File: src/pkg/charge_pkg.sv
// supervisor constants and encodings
package charge_pkg;

  // ----------------------------------------------------------------
  // timing
  // ----------------------------------------------------------------
  localparam int unsigned CLK_MHZ           = 200;
  localparam int unsigned INT_PULSE_US      = 256;
  localparam int unsigned INT_PULSE_CYC     = INT_PULSE_US * CLK_MHZ;
  localparam int unsigned CONV_PERIOD_S     = 1;
  localparam int unsigned SEC_CYC           = CONV_PERIOD_S * CLK_MHZ * 1000000;
  localparam int unsigned LOWBAT_TIMEOUT_H  = 4;
  localparam int unsigned HALF_SEC_PER_HOUR = 7200;

  // ----------------------------------------------------------------
  // analog arithmetic
  // ----------------------------------------------------------------
  localparam int unsigned WARM_DROP_MV  = 200;
  localparam int unsigned UV_PER_MV     = 1000;
  localparam int unsigned COOL_LOW_DIV  = 5;
  localparam int unsigned COOL_HIGH_DIV = 2;

  // ----------------------------------------------------------------
  // register byte addresses
  // ----------------------------------------------------------------
  localparam logic [7:0] CTRL_ADDR   = 8'h00;
  localparam logic [7:0] VREG_ADDR   = 8'h04;
  localparam logic [7:0] CURR_ADDR   = 8'h08;
  localparam logic [7:0] TIMER_ADDR  = 8'h0c;
  localparam logic [7:0] STATUS_ADDR = 8'h10;
  localparam logic [7:0] VEFF_ADDR   = 8'h14;
  localparam logic [7:0] TCOUNT_ADDR = 8'h18;

  // ----------------------------------------------------------------
  // control word fields and reset values
  // ----------------------------------------------------------------
  localparam int unsigned CTRL_W     = 12;
  localparam int unsigned C_CHG_EN   = 0;
  localparam int unsigned C_TERM_EN  = 1;
  localparam int unsigned C_TIMER_EN = 2;
  localparam int unsigned C_SLOW_EN  = 3;
  localparam int unsigned C_WARM_SEL = 4;
  localparam int unsigned C_COOL_SEL = 5;
  localparam int unsigned C_TRIG     = 6;
  localparam int unsigned C_RATE     = 7;
  localparam int unsigned C_BOOST_HOT_THRESHOLD_SELECT_LO  = 8;
  localparam int unsigned C_BOOST_COLD_THRESHOLD_SELECT    = 10;
  localparam int unsigned C_BOOST_EN = 11;
  localparam logic [CTRL_W-1:0] CTRL_RST = 12'h00f;
  localparam logic [15:0] VREG_MV_RST  = 16'h1070;
  localparam logic [7:0]  CLAMP_MV_RST = 8'h00;
  localparam logic [12:0] ICHG_MA_RST  = 13'h0800;
  localparam logic [7:0]  COMP_RES_RST = 8'h00;
  localparam logic [4:0]  TIMER_H_RST  = 5'h0c;
  localparam logic [1:0]  BOOST_HOT_THRESHOLD_SELECT_OFF     = 2'b11;

  // ----------------------------------------------------------------
  // charge phase and fault codes
  // ----------------------------------------------------------------
  localparam logic [1:0] CODE_OFF   = 2'b00;
  localparam logic [1:0] CODE_PRE   = 2'b01;
  localparam logic [1:0] CODE_FAST  = 2'b10;
  localparam logic [1:0] CODE_DONE  = 2'b11;
  localparam logic [1:0] FAULT_NONE = 2'b00;
  localparam logic [1:0] FAULT_TMR  = 2'b11;

  typedef enum logic [2:0] {
    PH_OFF   = 3'b000,
    PH_PRE   = 3'b001,
    PH_FAST  = 3'b011,
    PH_DONE  = 3'b010,
    PH_FAULT = 3'b110
  } phase_e;

endpackage

File: src/core/sec_tick.sv
// one-second tick divider
`timescale 1ns/10ps
module sec_tick #(
  parameter int unsigned CYCLES = charge_pkg::SEC_CYC
) (
  input  wire logic clk,
  input  wire logic rst,
  output logic      tick
);
  import charge_pkg::*;

  typedef struct packed {
    logic [27:0] cnt;
    logic        tick;
  } div_s;

  div_s s;
  div_s n;

  // ----------------------------------------------------------------
  // divider
  // ----------------------------------------------------------------
  // free running, so the conversion grid is fixed after reset
  always_comb begin
    n = s;
    n.tick = 1'b0;
    if (s.cnt == 28'(CYCLES - 1)) begin
      n.cnt  = '0;
      n.tick = 1'b1;
    end else begin
      n.cnt = s.cnt + 28'd1;
    end
  end

  // cleared by reset
  always_ff @(posedge clk) begin
    if (rst) begin
      s <= '0;
    end else begin
      s <= n;
    end
  end

  assign tick = s.tick;
endmodule

File: src/core/vreg_comp.sv
// regulation compensation and band current scaling
`timescale 1ns/10ps
module vreg_comp (
  input  wire logic        clk,
  input  wire logic        rst,
  input  wire logic [15:0] vreg_mv,
  input  wire logic [7:0]  clamp_mv,
  input  wire logic [7:0]  comp_resistance_setting,
  input  wire logic [12:0] ichg_meas_ma,
  input  wire logic [12:0] ichg_prog_ma,
  input  wire logic        warm,
  input  wire logic        cool,
  input  wire logic        warm_voltage_select,
  input  wire logic        cool_current_select,
  output logic [25:0]      vreg_eff_uv,
  output logic [12:0]      ichg_target_ma
);
  import charge_pkg::*;

  typedef struct packed {
    logic [25:0] veff;
    logic [12:0] itgt;
  } comp_s;

  comp_s s;
  comp_s n;

  function automatic logic [25:0] min26(input logic [25:0] a, input logic [25:0] b);
    min26 = (a < b) ? a : b;
  endfunction

  // ----------------------------------------------------------------
  // arithmetic
  // ----------------------------------------------------------------
  // mA times mOhm gives uV directly, so no divider is needed
  always_comb begin
    logic [25:0] base;
    logic [25:0] drop;
    base = 26'(vreg_mv * UV_PER_MV);
    drop = 26'(WARM_DROP_MV * UV_PER_MV);
    n = s;
    if (warm && !warm_voltage_select) begin
      base = (base > drop) ? base - drop : '0;
    end
    n.veff = 26'(base + min26(26'(ichg_meas_ma) * 26'(comp_resistance_setting),
                              26'(clamp_mv * UV_PER_MV)));
    if (cool) begin
      n.itgt = cool_current_select ? 13'(ichg_prog_ma / COOL_HIGH_DIV)
                                   : 13'(ichg_prog_ma / COOL_LOW_DIV);
    end else begin
      n.itgt = ichg_prog_ma;
    end
  end

  always_ff @(posedge clk) begin
    if (rst) begin
      s <= '0;
    end else begin
      s <= n;
    end
  end

  assign vreg_eff_uv    = s.veff;
  assign ichg_target_ma = s.itgt;
endmodule

File: src/core/charge_supervisor.sv
// charge cycle supervisor top
`timescale 1ns/10ps

// Notes on behaviour
// - end: above recharge, below termination current
// - switch off at done; may close for supplement
// - termination: code 11, interrupt
// - no termination in regulation
// - termination enable 0 blocks it
// - programmed + min(current x resistance, clamp)
// - charge only inside window
// - warm, select 0: minus 200 mV
// - cool: 20% or 50% current
// - boost window unless hot select 11
// - boost off outside window
// - 4 h below low battery, else programmed
// - expiry: fault 11, interrupt
// - timer enable 0 stops timer
// - half rate in regulation
// - slowdown 0 keeps full rate
// - trigger: one conversion, set until done, 1 s
// - rate 1: each second, trigger held
// - battery only: above minimum system
// - bat, sys, therm always; input off battery only; current charging
// - power good needs all five conditions
// - code 00 off, 01 pre, 10 fast, 11 done
// - one 256 us pulse per event
// - done, below recharge: new cycle
module charge_supervisor #(
  parameter int unsigned SEC_CYCLES = charge_pkg::SEC_CYC,
  parameter int unsigned INT_CYCLES = charge_pkg::INT_PULSE_CYC
) (
  input  wire logic        clk,
  input  wire logic        rst,
  input  wire logic        wb_cyc_i,
  input  wire logic        wb_stb_i,
  input  wire logic        wb_we_i,
  input  wire logic [7:0]  wb_adr_i,
  input  wire logic [3:0]  wb_sel_i,
  input  wire logic [31:0] wb_dat_i,
  output logic [31:0]      wb_dat_o,
  output logic             wb_ack_o,
  input  wire logic        vbat_above_recharge,
  input  wire logic        vbat_below_fast,
  input  wire logic        vbat_below_lowv,
  input  wire logic        ichg_below_term,
  input  wire logic [12:0] ichg_meas_ma,
  input  wire logic        input_current_reg_flag,
  input  wire logic        input_voltage_reg_flag,
  input  wire logic        thermal_reg_flag,
  input  wire logic        sys_below_bat,
  input  wire logic        thermistor_cold,
  input  wire logic        thermistor_cool,
  input  wire logic        thermistor_warm,
  input  wire logic        thermistor_hot,
  input  wire logic [1:0]  thermistor_boost_cold,
  input  wire logic [2:0]  thermistor_boost_hot,
  input  wire logic        battery_only,
  input  wire logic        vbat_above_min_system,
  input  wire logic        vbus_above_uvlo,
  input  wire logic        vbus_above_bat,
  input  wire logic        vbus_below_ovp,
  input  wire logic        vbus_above_min_loaded,
  input  wire logic        source_detect_done,
  output logic             charge_run,
  output logic             battery_switch,
  output logic             boost_run,
  output logic [25:0]      vreg_eff_uv,
  output logic [12:0]      ichg_target_ma,
  output logic             monitor_on,
  output logic             adc_sample,
  output logic [4:0]       adc_channels,
  output logic             host_int_n,
  output logic             power_good_n
);
  import charge_pkg::*;

  typedef struct packed {
    logic [CTRL_W-1:0] ctrl;
    logic [15:0]       vreg_mv;
    logic [7:0]        clamp_mv;
    logic [12:0]       ichg_ma;
    logic [7:0]        comp_res;
    logic [4:0]        timer_h;
    phase_e            phase;
    logic [1:0]        fault;
    logic [17:0]       tmr;
    logic [15:0]       int_cnt;
    logic              int_n;
    logic              run;
    logic              bsw;
    logic              boost;
    logic              mon;
    logic              sample;
    logic [4:0]        chan;
    logic              good_n;
    logic              ack;
    logic [31:0]       rdata;
  } sup_s;

  sup_s        s;
  sup_s        n;
  logic        tick;
  logic [25:0] veff;

  // ----------------------------------------------------------------
  // helpers
  // ----------------------------------------------------------------
  // byte-lane merge
  function automatic logic [31:0] merge(input logic [31:0] o, input logic [31:0] d,
                                        input logic [3:0] sel);
    logic [31:0] r;
    r = o;
    for (int i = 0; i < 4; i++) begin
      if (sel[i]) begin
        r[8*i +: 8] = d[8*i +: 8];
      end
    end
    merge = r;
  endfunction

  function automatic logic [1:0] code_of(input phase_e p);
    case (p)
      PH_PRE:  code_of = CODE_PRE;
      PH_FAST: code_of = CODE_FAST;
      PH_DONE: code_of = CODE_DONE;
      default: code_of = CODE_OFF;
    endcase
  endfunction

  // ----------------------------------------------------------------
  // sub-blocks
  // ----------------------------------------------------------------
  sec_tick #(
    .CYCLES(SEC_CYCLES)
  ) u_tick (
    .clk  (clk),
    .rst  (rst),
    .tick (tick)
  );

  vreg_comp u_comp (
    .clk                     (clk),
    .rst                     (rst),
    .vreg_mv                 (s.vreg_mv),
    .clamp_mv                (s.clamp_mv),
    .comp_resistance_setting (s.comp_res),
    .ichg_meas_ma            (ichg_meas_ma),
    .ichg_prog_ma            (s.ichg_ma),
    .warm                    (thermistor_warm),
    .cool                    (thermistor_cool),
    .warm_voltage_select     (s.ctrl[C_WARM_SEL]),
    .cool_current_select     (s.ctrl[C_COOL_SEL]),
    .vreg_eff_uv             (veff),
    .ichg_target_ma          (ichg_target_ma)
  );

  // ----------------------------------------------------------------
  // next state
  // ----------------------------------------------------------------
  always_comb begin
    logic        req;
    logic        evt;
    logic        any_reg;
    logic        suspend;
    logic        chg_en;
    logic        allow;
    logic        boost_cold_threshold_select;
    logic        boost_hot_threshold_select;
    logic        trig;
    logic [17:0] lim;
    logic [31:0] w;
    req     = wb_cyc_i & wb_stb_i & ~s.ack;
    evt     = 1'b0;
    any_reg = input_current_reg_flag | input_voltage_reg_flag | thermal_reg_flag;
    suspend = thermistor_cold | thermistor_hot;
    chg_en  = s.ctrl[C_CHG_EN] & (s.ichg_ma != '0);
    allow   = ~battery_only | vbat_above_min_system;
    boost_cold_threshold_select   = thermistor_boost_cold[s.ctrl[C_BOOST_COLD_THRESHOLD_SELECT]];
    boost_hot_threshold_select    = 1'b0;
    trig    = 1'b0;
    w       = '0;
    lim     = vbat_below_lowv ? 18'(LOWBAT_TIMEOUT_H * HALF_SEC_PER_HOUR)
                              : 18'(s.timer_h * HALF_SEC_PER_HOUR);
    n        = s;
    n.ack    = req;
    n.sample = 1'b0;

    // charge phase sequencing
    case (s.phase)
      PH_OFF: begin
        if (chg_en) begin
          n.phase = vbat_below_fast ? PH_PRE : PH_FAST;
          n.tmr   = '0;
        end
      end
      PH_PRE: begin
        if (!vbat_below_fast) begin
          n.phase = PH_FAST;
        end
      end
      PH_FAST: begin
        // regulation starves the current, so a low reading is not a full cell
        if (vbat_above_recharge && ichg_below_term && !any_reg
            && s.ctrl[C_TERM_EN] && !suspend) begin
          n.phase = PH_DONE;
          evt     = 1'b1;
        end
      end
      PH_DONE: begin
        if (!vbat_above_recharge) begin
          n.phase = vbat_below_fast ? PH_PRE : PH_FAST;
          n.tmr   = '0;
        end
      end
      PH_FAULT: begin
        n.phase = PH_FAULT; // held until charging is disabled
      end
      default: begin
        n.phase = PH_OFF;
      end
    endcase

    // half seconds: +2 full rate, +1 half
    if (!s.ctrl[C_TIMER_EN]) begin
      n.tmr = '0;
    end else if ((s.phase == PH_PRE || s.phase == PH_FAST) && n.phase != PH_DONE) begin
      if (s.tmr >= lim) begin
        n.phase = PH_FAULT;
        n.fault = FAULT_TMR;
        evt     = 1'b1;
      end else if (tick && !suspend) begin
        n.tmr = (s.ctrl[C_SLOW_EN] && any_reg) ? s.tmr + 18'd1
                                               : s.tmr + 18'd2;
      end
    end
    if (!chg_en) begin
      n.phase = PH_OFF;
    end

    // boost window; hot select 11 skips it
    case (s.ctrl[C_BOOST_HOT_THRESHOLD_SELECT_LO +: 2])
      2'b00:   boost_hot_threshold_select = thermistor_boost_hot[0];
      2'b01:   boost_hot_threshold_select = thermistor_boost_hot[1];
      2'b10:   boost_hot_threshold_select = thermistor_boost_hot[2];
      default: boost_hot_threshold_select = 1'b0;
    endcase
    n.boost = s.ctrl[C_BOOST_EN] & ((s.ctrl[C_BOOST_HOT_THRESHOLD_SELECT_LO +: 2] == BOOST_HOT_THRESHOLD_SELECT_OFF)
                                    | (~boost_cold_threshold_select & ~boost_hot_threshold_select));

    // monitor; one-shot ends at next tick that allows a conversion
    if (s.ctrl[C_RATE]) begin
      n.ctrl[C_TRIG] = 1'b1;
    end
    if (tick && allow && s.ctrl[C_TRIG]) begin
      n.sample = 1'b1;
      n.chan   = {(s.phase == PH_PRE || s.phase == PH_FAST), ~battery_only,
                  3'b111};
      if (!s.ctrl[C_RATE]) begin
        n.ctrl[C_TRIG] = 1'b0;
      end
    end
    n.mon = n.ctrl[C_TRIG] & allow;

    // status read clears the fault code; a new expiry in that cycle wins only if the code was 00
    if (req && !wb_we_i && wb_adr_i == STATUS_ADDR && n.fault == s.fault) begin
      n.fault = FAULT_NONE;
    end

    // writes; trigger only sets, device or a rate 1-to-0 write clears
    if (req && wb_we_i) begin
      if (wb_adr_i == CTRL_ADDR) begin
        trig   = n.ctrl[C_TRIG] | (wb_dat_i[C_TRIG] & wb_sel_i[0]);
        w      = merge({20'h0, s.ctrl}, wb_dat_i, wb_sel_i);
        n.ctrl = w[CTRL_W-1:0];
        n.ctrl[C_TRIG] = trig;
        if (s.ctrl[C_RATE] && !w[C_RATE]) begin
          n.ctrl[C_TRIG] = 1'b0;
        end else if (w[C_RATE]) begin
          n.ctrl[C_TRIG] = 1'b1;
        end
      end else if (wb_adr_i == VREG_ADDR) begin
        w          = merge({8'h0, s.clamp_mv, s.vreg_mv}, wb_dat_i, wb_sel_i);
        n.vreg_mv  = w[15:0];
        n.clamp_mv = w[23:16];
      end else if (wb_adr_i == CURR_ADDR) begin
        w          = merge({8'h0, s.comp_res, 3'h0, s.ichg_ma}, wb_dat_i, wb_sel_i);
        n.ichg_ma  = w[12:0];
        n.comp_res = w[23:16];
      end else if (wb_adr_i == TIMER_ADDR) begin
        w         = merge({27'h0, s.timer_h}, wb_dat_i, wb_sel_i);
        n.timer_h = w[4:0];
      end
    end

    // reads; unmapped read zero
    if (req && !wb_we_i) begin
      if (wb_adr_i == CTRL_ADDR) begin
        n.rdata = {20'h0, s.ctrl};
      end else if (wb_adr_i == VREG_ADDR) begin
        n.rdata = {8'h0, s.clamp_mv, s.vreg_mv};
      end else if (wb_adr_i == CURR_ADDR) begin
        n.rdata = {8'h0, s.comp_res, 3'h0, s.ichg_ma};
      end else if (wb_adr_i == TIMER_ADDR) begin
        n.rdata = {27'h0, s.timer_h};
      end else if (wb_adr_i == STATUS_ADDR) begin
        n.rdata = {23'h0, suspend, ~s.good_n, s.mon, s.boost, s.bsw,
                   s.fault, code_of(s.phase)};
      end else if (wb_adr_i == VEFF_ADDR) begin
        n.rdata = {6'h0, veff};
      end else if (wb_adr_i == TCOUNT_ADDR) begin
        n.rdata = {14'h0, s.tmr};
      end else begin
        n.rdata = '0;
      end
    end

    // new event restarts the width
    if (evt) begin
      n.int_cnt = 16'(INT_CYCLES);
    end else if (s.int_cnt != '0) begin
      n.int_cnt = s.int_cnt - 16'd1;
    end
    n.int_n = (n.int_cnt == '0);

    // run and switch outputs follow the new phase; power good follows the vbus inputs
    n.run    = (n.phase == PH_PRE || n.phase == PH_FAST) && !suspend;
    n.bsw    = (n.phase != PH_DONE) || sys_below_bat;
    n.good_n = ~(vbus_above_uvlo & vbus_above_bat & vbus_below_ovp
                 & vbus_above_min_loaded & source_detect_done);
  end

  // ----------------------------------------------------------------
  // state register
  // ----------------------------------------------------------------
  always_ff @(posedge clk) begin
    if (rst) begin
      s          <= '0;
      s.ctrl     <= CTRL_RST;
      s.vreg_mv  <= VREG_MV_RST;
      s.clamp_mv <= CLAMP_MV_RST;
      s.ichg_ma  <= ICHG_MA_RST;
      s.comp_res <= COMP_RES_RST;
      s.timer_h  <= TIMER_H_RST;
      s.phase    <= PH_OFF;
      s.int_n    <= 1'b1;
      s.bsw      <= 1'b1;
      s.good_n   <= 1'b1;
    end else begin
      s <= n;
    end
  end

  // ----------------------------------------------------------------
  // outputs
  // ----------------------------------------------------------------
  assign wb_dat_o       = s.rdata;
  assign wb_ack_o       = s.ack;
  assign charge_run     = s.run;
  assign battery_switch = s.bsw;
  assign boost_run      = s.boost;
  assign vreg_eff_uv    = veff;
  assign monitor_on     = s.mon;
  assign adc_sample     = s.sample;
  assign adc_channels   = s.chan;
  assign host_int_n     = s.int_n;
  assign power_good_n   = s.good_n;
endmodule

File: config.mk
export PLATFORM = sky130hd
export DESIGN_NAME = charge_supervisor
export DESIGN_NICKNAME = d
export VERILOG_FILES = /design/src/pkg/charge_pkg.sv /design/src/core/sec_tick.sv /design/src/core/vreg_comp.sv /design/src/core/charge_supervisor.sv
export SDC_FILE = /design/constraint.sdc
export NUM_CORES = 1
export LEC_CHECK = 0
export BUFFER_PORTS_ARGS = -buffer_cell sky130_fd_sc_hd__buf_2
export CAP_MARGIN = 5
export CORE_MARGIN = 4
export CORE_UTILIZATION = 40
export CTS_BUF_LIST = sky130_fd_sc_hd__clkbuf_8
export DETAILED_ROUTE_END_ITERATION = 16
export GPL_ROUTABILITY_DRIVEN = 0
export MAX_ROUTING_LAYER = met4
export PLACE_DENSITY = 0.6
export SETUP_SLACK_MARGIN = 0.15
export SYNTH_ARGS = -nofsm -noshare
export SYNTH_HDL_FRONTEND = slang
export SYNTH_SLANG_ARGS = --single-unit
File: constraint.sdc
create_clock -name clk -period 13.5 [get_ports clk]
set_input_delay 2.025 -clock clk [delete_from_list [all_inputs] [get_ports clk]]
set_output_delay 2.025 -clock clk [all_outputs]
set_load 0.01 [all_outputs]
# After elaboration in Yosys (flattened, before gate mapping)
# Cells that the tools add are included.
[word_totals]
reg_bits = 214
inputBits = 86
out_inout_bits = 84
[classes]
n_addsub = 6
mul = 4
div = 1
order_cmp = 4
eq_ne = 20
muxes = 65
n_bitwise = 27
reduce_logical = 43
[op_table]
columns = ["cell", "count"]
rows = [
  ["$mux W26", 9],
  ["$mux W18", 7],
  ["$mux W8", 8],
  ["$mux W57", 1],
  ["$mux W50", 1],
  ["$mux W21", 2],
  ["$pmux W18 S2", 1],
  ["$div A13 B3 Y32 const B", 1],
  ["$mux W16", 2],
  ["$mux W5", 6],
  ["$add A28 B1 Y28 const B", 1],
  ["$eq A28 B28 Y1 const B", 1],
  ["$add A26 B26 Y26", 1],
  ["$gt A26 B18 Y1 const B", 1],
  ["$mux W13", 2],
  ["$sub A26 B18 Y26 const B", 1],
  ["$eq A8 B5 Y1 const B", 3],
  ["$mux W24", 1],
  ["$mul A16 B7 Y23 const B", 1],
  ["$mux W23", 1],
  ["$lt A21 B18 Y1", 1],
  ["$mul A13 B8 Y21", 1],
  ["$add A18 B1 Y18 const B", 1],
  ["$add A18 B2 Y18 const B", 1],
  ["41 further kinds", 115],
]

# Longest topological paths before layout
# Gate-level depths: netlist of run 1.
[depth]
word_depth = 16
ltp_mapped = 58
mapped_depth_nobuf = 57

# Modules after synthesis
# A second synthesis of run 1 with hierarchy kept.
[hier_totals]
hier_cells = 2645
area_unflattened_um2 = 22192.5
[by_module_without_submodules]
columns = ["mod", "instances", "cells_each", "area_per_inst_um2", "seq_area_each_um2"]
rows = [
  ["vreg_comp", 1, 1568, 13072.5, 780.7],
  ["charge_supervisor", 1, 907, 7669.9, 2762.6],
  ["sec_tick", 1, 170, 1450.1, 580.6],
]

# Worst setup path before layout of run 1
# Ideal clock, no wire load.
[synth_timing]
path_type = "input-to-reg"
start = "in ichg_meas_ma[1]"
end = "reg u_comp.s, in the netlist u_comp.vreg_eff_uv[25]"
arrival_ns = 10.893
required_time_ns = 13.372
slack_ns = 2.479
stages = 52
cell_sequence = "and2_1 > fa_1 > fa_1 > inv_1 > fa_1 > fa_1 > inv_1 > ha_1 > a21oi_1 > o21bai_1 > a21oi_1 > nor2b_1 > nor2_1 > nor2_1 > o21ai_0 > nand2b_1 > a21oi_1 > o21bai_1 > [16 not listed] > a21boi_0 > o21ai_0 > a21oi_1 > o21ai_0 > a21boi_0 > o21ai_0 > a21oi_1 > o21ai_0 > a21oi_1 > o21ai_0 > nand2b_1 > a21oi_1 > o21ai_0 > nand2_1 > nor2_1 > nor4bb_1 > xnor2_1 > nor2_1"
[synth_via]
elab_chain_len = 4
[synth_rtl]
columns = ["item", "line_no", "source"]
rows = [
  ["from (decl)", "charge_supervisor.sv:47", "input wire logic [12:0] ichg_meas_ma,"],
  ["$mul A13 B8 Y21 *", "vreg_comp.sv:45", "n.veff = 26'(base + min26(26'(ichg_meas_ma) * 26'(comp_resistance_setting),"],
  ["$lt A21 B18 Y1", "vreg_comp.sv:29", "min26 = (a < b) ? a : b;"],
  ["$mux W21 *", "vreg_comp.sv:29", ""],
  ["$add A26 B26 Y26 *", "vreg_comp.sv:45", ""],
  ["to (signal assigned)", "vreg_comp.sv:59", "s <= n;"],
  ["to (decl)", "vreg_comp.sv:25", "comp_s s;"],
]
# Mark *: on every way between the ends. The rest lies on a longest branch, timed or not.
# A chain may end at the register's enable or synchronous reset.

# Final worst setup path of run 1
# Ends and elaborated chain as after synthesis.

==> results of run 1 <==
==> path summary, 6_finish.rpt <==
| path | from | endpoint | cells after the start |
|---|---|---|---|
| max | ichg_meas_ma[1] | u_comp.vreg_eff_uv[25] | 53 |
| min | wb_dat_o[25] | wb_dat_o[25] | 2 |
| max reg2reg | s[120] | u_comp.vreg_eff_uv[25] | 49 |
| min reg2reg | wb_dat_o[25] | wb_dat_o[25] | 2 |
==> synth_stat cells (all sizes together), types with 15 or more instances <==
cell	count
a21oi	150
o21ai	119
and3	34
ha	203
buf	59
inv	204
nand4	22
a21o	18
nand2	211
o211ai	15
a211oi	31
dfxtp	206
xor2	44
a31oi	27
mux2i	71
a222oi	15
xnor2	74
and2	62
nand2b	38
fa	146
nor2	291
nor3	82
nor2b	34
clkbuf	83
nand3	63
a211o	16
nor4	25
o21bai	16
==> metal layers <==
layer,vias up,track usage,wire [um]
met5,-,-,0
met4,0,0.0633,1700
met3,108,0.0349,4470
met2,644,0.355,29400
met1,9399,0.306,28200
li1,9221,-,-
==> cell families (layout without fill, tap and decap cells) <==
logic type / Yosys count / in the layout
and+or+nand+nor: 927 / 927
AOI/OAI and AO/OA: 556 / 556
adders and majority gates: 350 / 350
buffers and inverters: 350 / 453
DFF: 206 / 206
xor gates and xnor gates: 118 / 118
muxes: 85 / 85
other: 1 / 13
==> power by group <==
group	switching (W)	leakage (nW)	total, W	internal, W
clock network	0.000301	0.495	0.000714	0.000412
registers	0.0000337	1.67	0.000673	0.000639
logic	0.000162	8.65	0.000270	0.000108
==> layout make-up <==
class	count	area [um^2]	share of cell area
Timing Repair Buffer	173	916	0.0391
Sequential cell	206	4120	0.176
Clock inverter	22	209	0.00891
Multi-Input combinational cell	2045	15900	0.676
Inverter	208	781	0.0333
Antenna cell	4	10.0	0.000427
Clock buffer	50	688	0.0294
Tap cell	688	861	0.0367
==> flip-flops by register name (all words and copies together), names as in the netlist <==
register / count
adc_sample: 1
power_good_n: 1
charge_run: 1
monitor_on: 1
s: 101
u_comp.vreg_eff_uv: 26
u_tick.s: 28
u_comp.ichg_target_ma: 13
boost_run: 1
u_tick.tick: 1
wb_dat_o: 26
adc_channels: 3
wb_ack_o: 1
battery_switch: 1
host_int_n: 1
==> worst max-delay path: cells and delay by family <==
kind / cells / cell delay (ps)
buf+inv: 4 / 290
compound gates: 24 / 4490
simple gates: 14 / 1920
xor+xnor: 2 / 360
mux: 1 / 360
fa+ha+maj: 8 / 3130
==> metrics by stage <==
step	worst slack, ps	std cells	hold WS [ps]
2_1_floorplan	2480	2601	432
4_1_cts	1440	3392	456
3_5_place_dp	859	3320	450
5_1_grt	459	3395	487
3_3_place_gp	1010	3320	439
6_report	1380	3396	452
==> flow_summary_export.csv, run 1 <==
group,metric,value,unit
outcome,outcome,"finished, final reports clean",
global_route,overflow,0,
synthesis,syn_area,21400,um^2
detailed_routing,vias,19400,
detailed_routing,drtPass1Iterations,8,
detailed_routing,viasPerCell,5.70,
clock_network,cts_sinks,206,
synthesis,synth_compound_area_frac,0.180,
final_layout,postLayoutCellArea,23400,um^2
global_route,grt_pass1_vias,18800,
min_path,hp-class,"reg2reg",
critical_path,cp.arrival,12580,ps
final_layout,drive_above_1_share,0.112,
synthesis,syn_inst,2593,
timing,tightest_slew,1000,ps
die,core,52800,um^2
final_layout,mostFrequentLayoutCells,"nor2_1 (288), inv_1 (214), nand2_1 (210), dfxtp_1 (206), ha_1 (203)",
critical_path,r2r_slack,2150,ps
critical_path,endpoint_kind,"flop",
place,dp_hpwl,49800,um
clock_network,cts_root_buffer,"clkbuf_8",
clock_network,clkTransAtPathRegs,60,ps
detailed_routing,wl_per_cell,18.8,um
die,dieWidth,239,um
critical_path,crit_slowest_cell,"fa_1",
power,power_density,70.7,nW/um^2
synthesis,synth_edf_count,0,
timing,relSlewSlack,0.334,
synthesis,ys_seq_elements,206,
critical_path,crit_fanout,9,
timing,finalSetupTns,0,ps
timing,period_share,0.898,
global_route,grt_max_degree,71,
die,placementRows,84,
power,power_leakage,10.8,nW
synthesis,synth_seq_area_share,0.193,
synthesis,async_flop_share,0,
clock_network,cts_buffers,41,
clock_network,cts_max_level,2,
detailed_routing,drt_iter0_drc,1694,
global_route,antenna_found_initial,6,
run,drv_cap,0,
timing,rsz0062_at_grt,"false",
timing,finalSetupViolCount,0,
die,start_util,0.406,
synthesis,synth-warning-count,0,
detailed_routing,drc_errors,0,
synthesis,synth-main-ff-cell,"dfxtp_1",
critical_path,worstPathRequired,13960,ps
clock_network,clk_path_buf_depth,3,
timing,period_needed,12120,ps
synthesis,synthAdderAreaFrac,0.256,
synthesis,synth_top_family_by_area,"adder cells",
clock_network,cts_hold_buffers,0,
global_route,globalRouteTotalUtil,0.226,
final_layout,fill_cells,5236,
timing,finClkSkew,31.3,ps
critical_path,crit_top_cell,"o21ai_0",
power,finalPower,0.00166,W
die,dieArea,57300,um^2
place,placed_cell_area,22500,um^2
synthesis,synth.top_cell.area_share,0.193,
synthesis,yosys.area.top_type,"dfxtp_1",
critical_path,worstSetupPathType,"in2reg",
detailed_routing,wirelength,63800,um
die,die-height,239,um
final_layout,final_core_utilization,0.444,
clock_network,cts_setup_buffers,0,
synthesis,yosys.area_share.simple,0.213,
place,io_buffers,154,
clock_network,clock_latency,610,ps
final_layout,syn2layout_area_growth,9.53,%
global_route,grt_pass1_wl,102000,um
synthesis,synthMuxAreaShare,0.0406,
synthesis,synth.top_cells.by_area,"dfxtp_1 (19%), fa_1 (14%), ha_1 (12%), nor2_1 (5.1%), nand2_1 (3.7%)",
synthesis,synth_xor_area_frac,0.0486,
final_layout,final_common_cell,"nor2_1",
clock_network,cts_tree,"done",
timing,clock.fmax,82.5,MHz
timing,hold_viol,0,
clock_network,cts_resized,0,
synthesis,syn_avg_cell_area,8.25,um^2
critical_path,cpPeakStageDelay,550,ps
critical_path,startpoint_type,"primary input",
final_layout,nets,3110,
detailed_routing,ant_nets,0,
synthesis,ys_types,110,
timing,drv_slew,0,
die,ios,170,
power,vdd_ir_drop_max,0.0563,mV
Note: power is estimated with default switching activity, not from simulation.
==> run 2: changes to the inputs <==
- RECOVER_POWER: default -> 25
- SKIP_LAST_GASP: default -> 1
==> flow_summary_export.csv, run 2 (synthesized netlist as in run 1, its figures left out) <==
group,metric,value,unit
detailed_routing,wirelength,63900,um
power,power_leakage,10.6,nW
final_layout,largest-register,"s",
detailed_routing,ant_nets,0,
clock_network,clkTransAtPathRegs,60,ps
min_path,hp-class,"reg2reg",
global_route,globalRouteTotalUtil,0.226,
die,core,52800,um^2
critical_path,critical_path.top_delay_family,"compound AO/OA/AOI/OAI gates",
timing,clock.fmax,82.5,MHz
final_layout,nets,3110,
place,place_ws,859,ps
clock_network,clk_path_buf_depth,3,
critical_path,startpoint_type,"primary input",
clock_network,cts_root_buffer,"clkbuf_8",
global_route,grt_pass1_wl,102000,um
place,dp.cells,3320,
global_route,grtUsageMet2,0.355,
global_route,overflow,0,
final_layout,multiInputGateArea,15900,um^2
clock_network,cts_hold_buffers,0,
place,io_buffers,154,
timing,finClkSkew,27.2,ps
detailed_routing,drtPass1Iterations,7,
detailed_routing,wl_per_cell,18.8,um
timing,hold_viol,0,
critical_path,crit_slowest_cell,"fa_1",
clock_network,cts_sinks,206,
outcome,violations,"max-capacitance violations, max-slew violations",
final_layout,largest_reg_flops,101,
final_layout,mostFrequentLayoutCells,"nor2_1 (288), inv_1 (214), nand2_1 (210), dfxtp_1 (206), ha_1 (203)",
detailed_routing,drc_errors,0,
run,drv_cap,1,
die,dieArea,57300,um^2
critical_path,cp.arrival,12590,ps
global_route,grt_max_degree,71,
die,start_util,0.406,
die,dieWidth,239,um
clock_network,cts_setup_buffers,0,
global_route,grt_util_met3,0.0349,
critical_path,worstPathRequired,13970,ps
critical_path,crit_fanout,9,
timing,relSlewSlack,-0.842,
die,placementRows,84,
final_layout,final_common_cell,"nor2_1",
clock_network,cts_max_level,2,
critical_path,worstSetupPathType,"in2reg",
min_path,worstHoldPathCells,2,
critical_path,r2r_cells,49,
clock_network,cts_buffers,41,
detailed_routing,drt_iter0_drc,1746,
power,power_density,70.8,nW/um^2
clock_network,cts_resized,0,
critical_path,crit_top_cell,"o21ai_0",
clock_network,cts_tree,"done",
critical_path,critPathBufInv,4,
global_route,antenna_found_initial,6,
timing,rsz0062_at_grt,"false",
clock_network,clock_latency,610,ps
timing,period_needed,12120,ps
critical_path,cpPeakStageDelay,550,ps
timing,tightest_slew,2760,ps
final_layout,reg_top3,"s x101, u_tick.s x28",
final_layout,fill_cells,5250,
final_layout,seq_area,4120,um^2
power,vdd_ir_drop_max,0.0564,mV
timing,drv_slew,65,
detailed_routing,viasPerCell,5.70,
final_layout,drive_above_1_share,0.0921,
timing,finalSetupViolCount,0,
detailed_routing,vias,19400,
global_route,top_usage_layer,"met2",
die,ios,170,
final_layout,syn2layout_area_growth,9.22,%
outcome,outcome,"finished, violations left",
timing,period_share,0.898,
critical_path,critical_path_depth,53,
critical_path,endpoint_kind,"flop",
timing,layout_setup_ws,1380,ps
place,dp_hpwl,49800,um
final_layout,instances_no_fill,3398,
global_route,grt_pass1_vias,18800,
timing,finalSetupTns,0,ps
global_route,grtUsageMet1,0.306,
die,die-height,239,um
==> run 2: cell count changes in the layout (fill, tap and decap cells not counted), sizes merged <==
| cell | previous run | this run |
|---|---|---|
| buf | 173 | 119 |
| diode | 4 | 6 |
| clkbuf | 50 | 104 |
==> run 2: worst register-to-register path, delay by kind of cell (launching register included) <==
family                   cells  cell delay (ps)
adder cells (fa/ha/maj)      6             2620
AND/OR/NAND/NOR             11             2370
buffers and inverters        2              140
AO/OA/AOI/OAI               29             5360
flip-flops                   1              570
XOR/XNOR                     1              160
==> run 2: worst paths after layout <==
path / slack (ps) / from / end
hold / removal: 460 / wb_dat_o[25] / wb_dat_o[25]
setup / recovery: 1380 / ichg_meas_ma[1] / u_comp.vreg_eff_uv[25]
hold reg to reg: 460 / wb_dat_o[25] / wb_dat_o[25]
setup reg to reg: 2170 / s[120] / u_comp.vreg_eff_uv[25]
==> run 2: final cells by class <==
cell class / count / share of cell area
Inverter: 208 / 0.0334
Timing Repair Buffer: 173 / 0.0361
Clock inverter: 22 / 0.00894
Sequential cell: 206 / 0.176
Multi-Input combinational cell: 2045 / 0.678
Clock buffer: 50 / 0.0294
Tap cell: 688 / 0.0368
Antenna cell: 6 / 0.000642
==> run 2: stage by stage <==
step | utilization | hold WS, ps | area, um^2 | power, W
2_1_floorplan | - | 432 | 21400 | 0.000877
5_1_grt | 0.443 | 490 | 23400 | 0.00174
3_5_place_dp | 0.427 | 450 | 22500 | 0.000954
3_3_place_gp | 0.427 | 439 | 22500 | 0.000946
6_report | 0.443 | 456 | 23400 | 0.00166
4_1_cts | 0.444 | 456 | 23400 | 0.00167
==> run 2: layer usage <==
metal | part of all wire | wire length, um
met1 | 0.45 | 28400
met2 | 0.46 | 29400
met3 | 0.069 | 4390
met4 | 0.026 | 1640
met5 | 0 | 0
==> run 2: report_power, final <==
group          leakage [nW]  switching [W]  internal (W)
clock network         0.495       0.000301      0.000412
logic                  8.43       0.000162      0.000106
registers              1.67      0.0000338      0.000639
total                  10.6       0.000497       0.00116
